==> src/rtl/rroc_pkg.sv <==
// constants and types shared by the relay output controller
package rroc_pkg;

  // register byte offsets
  localparam logic [7:0] ADDR_CTRL     = 8'h00;
  localparam logic [7:0] ADDR_LOCKPWM  = 8'h04;
  localparam logic [7:0] ADDR_TON      = 8'h08;
  localparam logic [7:0] ADDR_TOFF     = 8'h0C;
  localparam logic [7:0] ADDR_THOLD    = 8'h10;
  localparam logic [7:0] ADDR_TWARN    = 8'h14;
  localparam logic [7:0] ADDR_TINTR    = 8'h18;
  localparam logic [7:0] ADDR_TCYC     = 8'h1C;
  localparam logic [7:0] ADDR_CMD      = 8'h20;
  localparam logic [7:0] ADDR_DIM      = 8'h24;
  localparam logic [7:0] ADDR_VALVE    = 8'h28;
  localparam logic [7:0] ADDR_PRIOPWM  = 8'h2C;
  localparam logic [7:0] ADDR_SCENECMD = 8'h30;
  localparam logic [7:0] ADDR_STATUS   = 8'h34;
  localparam logic [1:0] ADDR_SCENE_HI = 2'h1;

  // control register field positions
  localparam int CTRL_MODE      = 0;
  localparam int CTRL_PWRRET    = 4;
  localparam int CTRL_REPORT    = 6;
  localparam int CTRL_LOCKEN    = 8;
  localparam int CTRL_LOCKPOL   = 9;
  localparam int CTRL_LOCKSTART = 10;
  localparam int CTRL_LOCKEND   = 12;
  localparam int CTRL_VALVELOCK = 15;
  localparam int CTRL_RTRDELAY  = 16;
  localparam int CTRL_RTRSTAIR  = 17;
  localparam int CTRL_STAIROFF  = 18;
  localparam int CTRL_WARNEN    = 19;
  localparam int CTRL_WIDTH     = 20;

  // command register bit positions
  localparam int CMD_SWVAL  = 0;
  localparam int CMD_SWGO   = 1;
  localparam int CMD_STVAL  = 2;
  localparam int CMD_STGO   = 3;
  localparam int CMD_LKVAL  = 4;
  localparam int CMD_LKGO   = 5;
  localparam int CMD_PRVAL  = 6;
  localparam int CMD_PRGO   = 7;
  localparam int CMD_READ   = 8;
  localparam int CMD_REBOOT = 9;
  localparam int SCENE_LEARN = 7;

  // reset values
  localparam logic [CTRL_WIDTH-1:0] CTRL_RESET = 20'h00002;
  localparam logic [15:0]           TIME_RESET = 16'h000A;

  // timer tick: 1 ms at 200 MHz
  localparam int unsigned CLK_PERIOD_PS = 5000;
  localparam int unsigned TICK_NS       = 1000000;
  localparam int unsigned TICK_CYCLES   = (TICK_NS * 1000) / CLK_PERIOD_PS;

  typedef enum logic [2:0] {
    RROC_DISABLED  = 3'h0,
    RROC_DIMSUPPLY = 3'h1,
    RROC_UNIVERSAL = 3'h2,
    RROC_DELAY     = 3'h3,
    RROC_STAIR     = 3'h4,
    RROC_VALVE     = 3'h5
  } rroc_mode_t;

  // shared encoding of power-return, lock start/end and scene actions
  typedef enum logic [2:0] {
    RROC_ACT_NONE  = 3'h0,
    RROC_ACT_ON    = 3'h1,
    RROC_ACT_OFF   = 3'h2,
    RROC_ACT_PRIOR = 3'h3,
    RROC_ACT_TRACK = 3'h4
  } rroc_act_t;

  typedef enum logic [1:0] {
    RROC_REP_OFF    = 2'h0,
    RROC_REP_READ   = 2'h1,
    RROC_REP_CHANGE = 2'h2,
    RROC_REP_CYCLIC = 2'h3
  } rroc_rep_t;

endpackage : rroc_pkg

==> src/rtl/rroc_relay_output_controller.sv <==
// relay output controller with apb register access
//
// Functional notes
// - restart applies configured power-return action
// - four state reporting settings supported
// - cyclic mode resends state every period
// - report relay bit and valve pwm byte
// - normal switching ignored while lock active
// - priority input sets output despite lock
// - valve lock end applies last normal value
// - lock polarity selects engaging value
// - lock start applies none, on or off
// - lock end applies none/on/off/pre-lock state
// - tracked release applies last locked command
// - valve lock keeps or forces pwm level
// - dimmer supply relay follows level nonzero
// - sixteen scenes, learn stores present state
// - separate on and off switching delays
// - retrigger restarts matching delay timer
// - staircase on, auto off after hold
// - staircase retrigger restarts hold timer
// - staircase off command acted or ignored
// - prewarning before off unless disabled/too long
// - prewarning is short off interrupt
//
// The APB interface to the registers and the register offsets are this design's own decisions.
`timescale 1ns/1ps

module rroc_relay_output_controller #(
  parameter int unsigned TICK_CYCLES = rroc_pkg::TICK_CYCLES
) (
  // clock and reset
  input  wire  logic        clk,
  input  wire  logic        sys_rst,
  // apb slave
  input  wire  logic        psel,
  input  wire  logic        penable,
  input  wire  logic        pwrite,
  input  wire  logic [7:0]  paddr,
  input  wire  logic [31:0] pwdata,
  output logic              pready,
  output logic [31:0]       prdata,
  output logic              pslverr,
  // output stage
  output logic              relayOut,
  output logic [7:0]        pwmLevel,
  // state telegrams
  output logic              stateTx,
  output logic              stateBit,
  output logic [7:0]        stateByte
);

  typedef struct packed {
    logic                               pready;
    logic                               pslverr;
    logic [31:0]                        prdata;
    logic [rroc_pkg::CTRL_WIDTH-1:0]    ctrl;
    logic [7:0]                         lockPwm;
    logic [15:0]                        tOn;
    logic [15:0]                        tOff;
    logic [15:0]                        tHold;
    logic [15:0]                        tWarn;
    logic [15:0]                        tIntr;
    logic [15:0]                        tCyc;
    logic [15:0][7:0]                   sceneCfg;
    logic [15:0]                        learned;
    logic                               booted;
    logic [31:0]                        presc;
    logic                               relay;
    logic [7:0]                         pwm;
    logic [7:0]                         lastNormal;
    logic                               locked;
    logic                               trackCmd;
    logic                               preLock;
    logic                               delayPend;
    logic                               delayVal;
    logic [15:0]                        delayCnt;
    logic                               stairRun;
    logic [15:0]                        stairCnt;
    logic                               warnDone;
    logic                               intrRun;
    logic [15:0]                        intrCnt;
    logic [15:0]                        cycCnt;
    logic                               prevRelay;
    logic [7:0]                         prevPwm;
    logic                               stateTx;
    logic                               stateBit;
    logic [7:0]                         stateByte;
  } rroc_state_t;

  rroc_state_t s;
  rroc_state_t next_s;

  always_comb begin
    logic                    tick;
    logic                    acc;
    logic                    wr;
    logic                    hit;
    logic [31:0]             rd;
    logic [31:0]             cmd;
    logic                    dimWr;
    logic                    valveWr;
    logic                    prioWr;
    logic                    sceneWr;
    logic                    lockActive;
    logic                    change;
    logic                    cycFire;
    logic                    swGo;
    logic                    swVal;
    rroc_pkg::rroc_mode_t    mode;
    rroc_pkg::rroc_act_t     act;
    rroc_pkg::rroc_rep_t     rep;
    tick       = 1'b0;
    acc        = 1'b0;
    wr         = 1'b0;
    hit        = 1'b0;
    rd         = 32'h0;
    cmd        = 32'h0;
    dimWr      = 1'b0;
    valveWr    = 1'b0;
    prioWr     = 1'b0;
    sceneWr    = 1'b0;
    lockActive = 1'b0;
    change     = 1'b0;
    cycFire    = 1'b0;
    swGo       = 1'b0;
    swVal      = 1'b0;
    act        = rroc_pkg::RROC_ACT_NONE;
    next_s     = s;
    next_s.stateTx = 1'b0;
    mode = rroc_pkg::rroc_mode_t'(s.ctrl[rroc_pkg::CTRL_MODE +: 3]);
    rep  = rroc_pkg::rroc_rep_t'(s.ctrl[rroc_pkg::CTRL_REPORT +: 2]);

    // common tick prescaler
    tick = (s.presc == 32'(TICK_CYCLES - 1));
    next_s.presc = tick ? 32'h0 : s.presc + 32'h1;

    // apb: one wait state, then pready
    acc = psel & penable;
    wr  = acc & pwrite & s.pready;
    next_s.pready = acc & ~s.pready;
    hit = 1'b1;
    if (paddr == rroc_pkg::ADDR_CTRL) begin
      rd = 32'(s.ctrl);
    end else if (paddr == rroc_pkg::ADDR_LOCKPWM) begin
      rd = 32'(s.lockPwm);
    end else if (paddr == rroc_pkg::ADDR_TON) begin
      rd = 32'(s.tOn);
    end else if (paddr == rroc_pkg::ADDR_TOFF) begin
      rd = 32'(s.tOff);
    end else if (paddr == rroc_pkg::ADDR_THOLD) begin
      rd = 32'(s.tHold);
    end else if (paddr == rroc_pkg::ADDR_TWARN) begin
      rd = 32'(s.tWarn);
    end else if (paddr == rroc_pkg::ADDR_TINTR) begin
      rd = 32'(s.tIntr);
    end else if (paddr == rroc_pkg::ADDR_TCYC) begin
      rd = 32'(s.tCyc);
    end else if (paddr == rroc_pkg::ADDR_CMD || paddr == rroc_pkg::ADDR_DIM ||
                 paddr == rroc_pkg::ADDR_SCENECMD) begin
      rd = 32'h0;
    end else if (paddr == rroc_pkg::ADDR_VALVE) begin
      rd = 32'(s.lastNormal);
    end else if (paddr == rroc_pkg::ADDR_PRIOPWM) begin
      rd = 32'h0;
    end else if (paddr == rroc_pkg::ADDR_STATUS) begin
      rd = {15'h0, s.intrRun, s.pwm, 5'h0, s.stairRun, s.locked, s.relay};
    end else if (paddr[7:6] == rroc_pkg::ADDR_SCENE_HI && paddr[1:0] == 2'h0) begin
      rd = {15'h0, s.learned[paddr[5:2]], 8'h0, s.sceneCfg[paddr[5:2]]};
    end else begin
      hit = 1'b0;
    end
    if (acc & ~s.pready) begin
      next_s.prdata  = pwrite ? 32'h0 : rd;
      next_s.pslverr = ~hit;
    end

    // register writes
    if (wr & hit) begin
      if (paddr == rroc_pkg::ADDR_CTRL) begin
        next_s.ctrl = pwdata[rroc_pkg::CTRL_WIDTH-1:0];
      end else if (paddr == rroc_pkg::ADDR_LOCKPWM) begin
        next_s.lockPwm = pwdata[7:0];
      end else if (paddr == rroc_pkg::ADDR_TON) begin
        next_s.tOn = pwdata[15:0];
      end else if (paddr == rroc_pkg::ADDR_TOFF) begin
        next_s.tOff = pwdata[15:0];
      end else if (paddr == rroc_pkg::ADDR_THOLD) begin
        next_s.tHold = pwdata[15:0];
      end else if (paddr == rroc_pkg::ADDR_TWARN) begin
        next_s.tWarn = pwdata[15:0];
      end else if (paddr == rroc_pkg::ADDR_TINTR) begin
        next_s.tIntr = pwdata[15:0];
      end else if (paddr == rroc_pkg::ADDR_TCYC) begin
        next_s.tCyc = pwdata[15:0];
      end else if (paddr == rroc_pkg::ADDR_CMD) begin
        cmd = pwdata;
      end else if (paddr == rroc_pkg::ADDR_DIM) begin
        dimWr = 1'b1;
      end else if (paddr == rroc_pkg::ADDR_VALVE) begin
        valveWr = 1'b1;
      end else if (paddr == rroc_pkg::ADDR_PRIOPWM) begin
        prioWr = 1'b1;
      end else if (paddr == rroc_pkg::ADDR_SCENECMD) begin
        sceneWr = 1'b1;
      end else if (paddr[7:6] == rroc_pkg::ADDR_SCENE_HI) begin
        next_s.sceneCfg[paddr[5:2]] = pwdata[7:0];
      end
    end

    swGo  = cmd[rroc_pkg::CMD_SWGO];
    swVal = cmd[rroc_pkg::CMD_SWVAL];

    if (cmd[rroc_pkg::CMD_REBOOT]) begin
      // soft restart: clear timers and lock, relay stays bistable
      next_s.booted    = 1'b0;
      next_s.presc     = 32'h0;
      next_s.locked    = 1'b0;
      next_s.delayPend = 1'b0;
      next_s.stairRun  = 1'b0;
      next_s.intrRun   = 1'b0;
      next_s.cycCnt    = 16'h0;
    end else if (!s.booted) begin
      // power return action
      next_s.booted = 1'b1;
      act = rroc_pkg::rroc_act_t'({1'b0, s.ctrl[rroc_pkg::CTRL_PWRRET +: 2]});
      case (act)
        rroc_pkg::RROC_ACT_ON: begin
          next_s.relay = 1'b1;
        end
        rroc_pkg::RROC_ACT_OFF: begin
          next_s.relay = 1'b0;
        end
        rroc_pkg::RROC_ACT_PRIOR: begin
          next_s.relay = s.prevRelay;
          next_s.pwm   = s.lastNormal;
        end
        default: begin
          next_s.relay = s.relay;
        end
      endcase
      next_s.trackCmd = next_s.relay;
    end else begin
      // lock handling
      if (cmd[rroc_pkg::CMD_LKGO] && s.ctrl[rroc_pkg::CTRL_LOCKEN]) begin
        lockActive = s.ctrl[rroc_pkg::CTRL_LOCKPOL] ? cmd[rroc_pkg::CMD_LKVAL]
                                                    : ~cmd[rroc_pkg::CMD_LKVAL];
        if (lockActive && !s.locked) begin
          next_s.locked   = 1'b1;
          next_s.preLock  = s.relay;
          next_s.trackCmd = s.relay;
          if (mode == rroc_pkg::RROC_VALVE) begin
            if (s.ctrl[rroc_pkg::CTRL_VALVELOCK]) begin
              next_s.pwm = s.lockPwm;
            end
          end else begin
            act = rroc_pkg::rroc_act_t'({1'b0, s.ctrl[rroc_pkg::CTRL_LOCKSTART +: 2]});
            if (act == rroc_pkg::RROC_ACT_ON) begin
              next_s.relay = 1'b1;
            end else if (act == rroc_pkg::RROC_ACT_OFF) begin
              next_s.relay = 1'b0;
            end
          end
        end else if (!lockActive && s.locked) begin
          next_s.locked = 1'b0;
          if (mode == rroc_pkg::RROC_VALVE) begin
            next_s.pwm = s.lastNormal;
          end else begin
            act = rroc_pkg::rroc_act_t'(s.ctrl[rroc_pkg::CTRL_LOCKEND +: 3]);
            case (act)
              rroc_pkg::RROC_ACT_ON: begin
                next_s.relay = 1'b1;
              end
              rroc_pkg::RROC_ACT_OFF: begin
                next_s.relay = 1'b0;
              end
              rroc_pkg::RROC_ACT_PRIOR: begin
                next_s.relay = s.preLock;
              end
              rroc_pkg::RROC_ACT_TRACK: begin
                next_s.relay = s.trackCmd;
              end
              default: begin
                next_s.relay = s.relay;
              end
            endcase
          end
        end
      end

      // normal switching, blocked while locked
      if (s.locked) begin
        if (swGo) begin
          next_s.trackCmd = swVal;
        end
      end else begin
        case (mode)
          rroc_pkg::RROC_UNIVERSAL: begin
            if (swGo) begin
              next_s.relay = swVal;
            end
          end
          rroc_pkg::RROC_DELAY: begin
            if (swGo && (!s.delayPend || s.delayVal != swVal ||
                         s.ctrl[rroc_pkg::CTRL_RTRDELAY])) begin
              next_s.delayPend = 1'b1;
              next_s.delayVal  = swVal;
              next_s.delayCnt  = swVal ? s.tOn : s.tOff;
            end
          end
          rroc_pkg::RROC_STAIR: begin
            if (swGo) begin
              next_s.relay    = swVal;
              next_s.stairRun = 1'b0;
              next_s.intrRun  = 1'b0;
            end
            if (cmd[rroc_pkg::CMD_STGO]) begin
              if (cmd[rroc_pkg::CMD_STVAL]) begin
                if (!s.stairRun || s.ctrl[rroc_pkg::CTRL_RTRSTAIR]) begin
                  next_s.relay    = 1'b1;
                  next_s.stairRun = 1'b1;
                  next_s.stairCnt = s.tHold;
                  next_s.warnDone = 1'b0;
                  next_s.intrRun  = 1'b0;
                end
              end else if (s.ctrl[rroc_pkg::CTRL_STAIROFF]) begin
                next_s.relay    = 1'b0;
                next_s.stairRun = 1'b0;
                next_s.intrRun  = 1'b0;
              end
            end
          end
          rroc_pkg::RROC_VALVE: begin
            if (valveWr) begin
              next_s.pwm = pwdata[7:0];
            end
          end
          rroc_pkg::RROC_DIMSUPPLY: begin
            if (dimWr) begin
              next_s.relay = (pwdata[7:0] != 8'h00);
            end
          end
          default: begin
            next_s.relay = s.relay;
          end
        endcase
        // scene recall and learn
        if (sceneWr && mode != rroc_pkg::RROC_VALVE && mode != rroc_pkg::RROC_DISABLED) begin
          for (int i = 0; i < 16; i++) begin
            if (s.sceneCfg[i][7:2] == pwdata[5:0]) begin
              act = rroc_pkg::rroc_act_t'({1'b0, s.sceneCfg[i][1:0]});
              if (pwdata[rroc_pkg::SCENE_LEARN]) begin
                if (act == rroc_pkg::RROC_ACT_PRIOR) begin
                  next_s.learned[i] = s.relay;
                end
              end else if (act == rroc_pkg::RROC_ACT_ON) begin
                next_s.relay = 1'b1;
              end else if (act == rroc_pkg::RROC_ACT_OFF) begin
                next_s.relay = 1'b0;
              end else if (act == rroc_pkg::RROC_ACT_PRIOR) begin
                next_s.relay = s.learned[i];
              end
            end
          end
        end
      end
      if (valveWr) begin
        next_s.lastNormal = pwdata[7:0];
      end

      // timers advance on the common tick
      if (tick && s.delayPend && mode == rroc_pkg::RROC_DELAY) begin
        if (s.delayCnt == 16'h0) begin
          next_s.relay     = s.delayVal;
          next_s.delayPend = 1'b0;
        end else begin
          next_s.delayCnt = s.delayCnt - 16'h1;
        end
      end
      if (tick && s.stairRun && mode == rroc_pkg::RROC_STAIR) begin
        if (s.stairCnt == 16'h0) begin
          next_s.relay    = 1'b0;
          next_s.stairRun = 1'b0;
          next_s.intrRun  = 1'b0;
        end else begin
          next_s.stairCnt = s.stairCnt - 16'h1;
          if (s.ctrl[rroc_pkg::CTRL_WARNEN] && s.tWarn <= s.tHold && !s.warnDone &&
              s.stairCnt == s.tWarn) begin
            next_s.warnDone = 1'b1;
            next_s.relay    = 1'b0;
            next_s.intrRun  = 1'b1;
            next_s.intrCnt  = s.tIntr;
          end else if (s.intrRun) begin
            if (s.intrCnt == 16'h0) begin
              next_s.relay   = 1'b1;
              next_s.intrRun = 1'b0;
            end else begin
              next_s.intrCnt = s.intrCnt - 16'h1;
            end
          end
        end
      end

      // priority input overrides regardless of lock
      if (cmd[rroc_pkg::CMD_PRGO] && mode != rroc_pkg::RROC_VALVE) begin
        next_s.relay     = cmd[rroc_pkg::CMD_PRVAL];
        next_s.delayPend = 1'b0;
        next_s.stairRun  = 1'b0;
        next_s.intrRun   = 1'b0;
      end
      if (prioWr && mode == rroc_pkg::RROC_VALVE) begin
        next_s.pwm = pwdata[7:0];
      end
    end

    // state reporting
    change = (s.relay != s.prevRelay) ||
             (mode == rroc_pkg::RROC_VALVE && s.pwm != s.prevPwm);
    next_s.prevRelay = s.relay;
    next_s.prevPwm   = s.pwm;
    if (rep == rroc_pkg::RROC_REP_CYCLIC && s.booted) begin
      if (tick) begin
        if (s.cycCnt >= s.tCyc) begin
          cycFire       = 1'b1;
          next_s.cycCnt = 16'h0;
        end else begin
          next_s.cycCnt = s.cycCnt + 16'h1;
        end
      end
    end else begin
      next_s.cycCnt = 16'h0;
    end
    if ((change && (rep == rroc_pkg::RROC_REP_CHANGE || rep == rroc_pkg::RROC_REP_CYCLIC)) ||
        cycFire ||
        (cmd[rroc_pkg::CMD_READ] && rep != rroc_pkg::RROC_REP_OFF)) begin
      next_s.stateTx   = 1'b1;
      next_s.stateBit  = s.relay;
      next_s.stateByte = (mode == rroc_pkg::RROC_VALVE) ? s.pwm : 8'h00;
    end
  end

  always_ff @(posedge clk) begin
    if (sys_rst) begin
      s          <= '0;
      s.ctrl     <= rroc_pkg::CTRL_RESET;
      s.tOn      <= rroc_pkg::TIME_RESET;
      s.tOff     <= rroc_pkg::TIME_RESET;
      s.tHold    <= rroc_pkg::TIME_RESET;
      s.tWarn    <= rroc_pkg::TIME_RESET;
      s.tIntr    <= rroc_pkg::TIME_RESET;
      s.tCyc     <= rroc_pkg::TIME_RESET;
    end else begin
      s <= next_s;
    end
  end

  // outputs straight from state flops
  assign pready    = s.pready;
  assign prdata    = s.prdata;
  assign pslverr   = s.pslverr;
  assign relayOut  = s.relay;
  assign pwmLevel  = s.pwm;
  assign stateTx   = s.stateTx;
  assign stateBit  = s.stateBit;
  assign stateByte = s.stateByte;

endmodule : rroc_relay_output_controller

==> config.mk <==
export PLATFORM = sky130hd
export DESIGN_NAME = rroc_relay_output_controller
export DESIGN_NICKNAME = d
export VERILOG_FILES = /design/src/rtl/rroc_pkg.sv /design/src/rtl/rroc_relay_output_controller.sv
export SDC_FILE = /design/constraint.sdc
export NUM_CORES = 1
export LEC_CHECK = 0
export BUFFER_PORTS_ARGS = -buffer_cell sky130_fd_sc_hd__buf_4
export CORE_AREA = 4 4 280 351
export CTS_CLUSTER_SIZE = 20
export DETAILED_ROUTE_END_ITERATION = 8
export DIE_AREA = 0 0 284 355
export PLACE_DENSITY_LB_ADDON = 0.05
export SLEW_MARGIN = 5
export SYNTH_ARGS = -nofsm -noshare
export SYNTH_HDL_FRONTEND = slang
export SYNTH_SLANG_ARGS = --single-unit
==> constraint.sdc <==
create_clock -name clk -period 9.3 [get_ports clk]
set_clock_uncertainty 0.05 [all_clocks]
set_input_delay 1.395 -clock clk [delete_from_list [all_inputs] [get_ports clk]]
set_output_delay 1.395 -clock clk [all_outputs]
set_load 0.1 [all_outputs]
==> results_dict.tcl <==
set metrics [dict create \
    cts.clk_slew.worst_paths_ps 70 \
    final_cell_mix "nand2_1 (612), dfxtp_1 (431), a21oi_1 (315)" \
    avgViaCountPerCell 5.188 \
    clock_latency_ps 630 \
    yosysUniqueCellTypes 84 \
    cts_max_level 2 \
    io_pins 98 \
    rows 127 \
    gr-total-overflow 0 \
    vias 21912 \
    r2r_slack_ps 4620 \
    period_share 0.5780 \
    grt_start_max_net_pins 95 \
    ys_seq_area_frac 0.3665 \
    setup.worst_path.class "input port to flop" \
    arrival_ps 5840 \
    core_um2 95180 \
    wl_met1_um 43250 \
    holdPathStages 1 \
    report.final.slew_viol_count 0 \
    required_ps 9770 \
    slew-limit-headroom 0.1171 \
    drive_gt1_frac 0.1011 \
    startpoint_type "input port" \
    hold_violations 0 \
    cts_hold_buf 0 \
    cts_buffer_depth 3 \
    cts_resized 0 \
    worst_slew_pin_slew_ps 1321 \
    yosys_most_used_dff "dfxtp_1" \
    postCtsSetupBuffers 0 \
    grt_setup_unrepaired "no" \
    avgSynthCellArea_um2 7.855 \
    status "complete, no violations" \
    cap_violations 0 \
    period_minus_slack_ps 5376 \
    die_h_um 355 \
    wire_per_inst_um 24.75 \
    gp_congestion 0.8572 \
    ant_nets 0 \
    wl_met2_um 52300 \
    cts_tree "done" \
    rr_worst_depth 13 \
    setup_viol 0 \
    drcViolationCount 0 \
    dp.final_hpwl_um 74680 \
    synthArstFlopShare 0 \
    final_common_cell "nand2_1" \
    antenna_found_initial 5 \
    ir_drop_mv 0.1234 \
    drt_iter0_drc 1762 \
    numClockSinks 431 \
    start_util 0.2473 \
    dieWidth_um 284 \
    endpoint_kind "flop" \
    drt_first_pass_iters 8 \
    area_growth_pct 14.27 \
    finalSetupTns_ps 0 \
    io_buffers 73 \
    grt_pass1_vias 21523 \
    power_mw 4.380 \
    wl_met3_um 4364 \
    synth_edf_count 0 \
    cts_root_buf "clkbuf_16" \
    nets 3037 \
    highest_layer "met5" \
    grt.total_usage 0.2013 \
    wl_um 104600 \
    worstPathMaxFanout 50 \
    fmax_mhz 186.0 \
    synth_area_um2 23540 \
    cts_inserted_buffers 55 \
    netlist_instances 2997 \
    cellLeakagePower_nw 9.510 \
    hold_class "flop to flop" \
    ys_seq_elements 431 \
    grt_pass1_wl_um 152400 \
    yosys_warnings 0 \
    die_area_um2 100800 \
    powerDensity_nw_per_um2 162.8 \
]
## through the flow
step	utilization	cells	instance area [um2]	hold slack, ps	setup WS (ps)
global route	0.2825	4221	26890	440.4	3713
CTS	0.2825	4221	26890	409.1	3878
global placement	0.2628	4120	25020	373.7	3320
finish	0.2826	4224	26900	400.2	3924
detailed placement	0.2628	4120	25020	397.2	3207
floorplan	-	3008	23580	362.9	4512
## where the power goes
part	internal (mW)	switching, mW	leakage (nW)	total (mW)
Combinational	0.0547	0.202	5.10	0.256
Sequential	1.85	0.00649	3.47	1.86
Clock	1.36	0.902	0.933	2.27
## cells in the mapped netlist (all sizes together) (9+ instances only)
cell,number,area [um2]
inv,87,326.6
mux4,45,1013
a32o,9,90.09
a211oi,16,120.1
a222oi,24,240.2
nor2,227,868.3
a21oi,316,1585
o22ai,26,176.4
nor3,76,401.6
o211ai,21,157.7
xnor2,58,508.0
a22oi,32,240.2
ha,40,500.5
or4,12,93.84
nand3,118,595.6
nor4,53,359.1
a221oi,11,96.34
a31oi,25,156.4
or3,21,131.4
o2111ai,14,122.6
mux2i,69,690.7
buf,77,494.2
nor2b,23,143.9
and2,17,106.4
clkbuf,166,623.1
nand2,614,2315
o21ai,69,345.3
and3,34,212.7
nand2b,15,93.84
dfxtp,431,8628
xor2,107,937.2
nand4,37,231.5
## worst max-delay path, stage by stage
cell       delay, ps
buf_4            320
nand4b_1         310
nand3_1          440
nor2_1           770
nand2_1          150
xor2_1           220
ha_1             350
inv_1             90
a2111oi_2        410
nor4_1           120
nor3_1           540
o2111ai_1        280
a31oi_1          320
o2bb2ai_1        100
## sequential cells by signal, summed over array words and instances, names as in the netlist
name	count
pwmLevel	8
s	390
stateTx	1
pready	1
pslverr	1
stateByte	8
relayOut	1
prdata	20
stateBit	1
## final timing paths
| kind | startpoint | end |
|---|---|---|
| min | s[108] | s[108] |
| min reg2reg | s[108] | s[108] |
| max | paddr[3] | relayOut |
| max reg2reg | pready | relayOut |
## cells by family (layout without fill, tap and decap cells)
family	Yosys count	count (layout)	synth area share
AND/OR/NAND/NOR	1289	1289	0.2511
flip-flops	431	431	0.3665
AO/OA/AOI/OAI	621	621	0.1633
other	1	15	0.0001593
buffers and inverters	331	319	0.06150
XOR/XNOR	165	165	0.06139
multiplexers	119	119	0.07478
adder cells (fa/ha/maj)	40	40	0.02126
## area by class of cell
cell class              instances  area, um2
flip-flops and latches        431       8628
diodes                          3      7.507
clock buffers                  85       1672
inverters                      88      330.3
repair buffers                130      983.4
fillers                     10143      68280
well taps                    1225       1533
clock inverters                16      205.2
multi-input cells            2246      13540
## routing by layer
layer,GRT usage,vias up
met5,0,-
met4,0.08149,2
met1,0.2447,10748
met3,0.02409,143
met2,0.3611,589
li1,-,10430
Note: power is estimated with default switching activity, not from simulation.
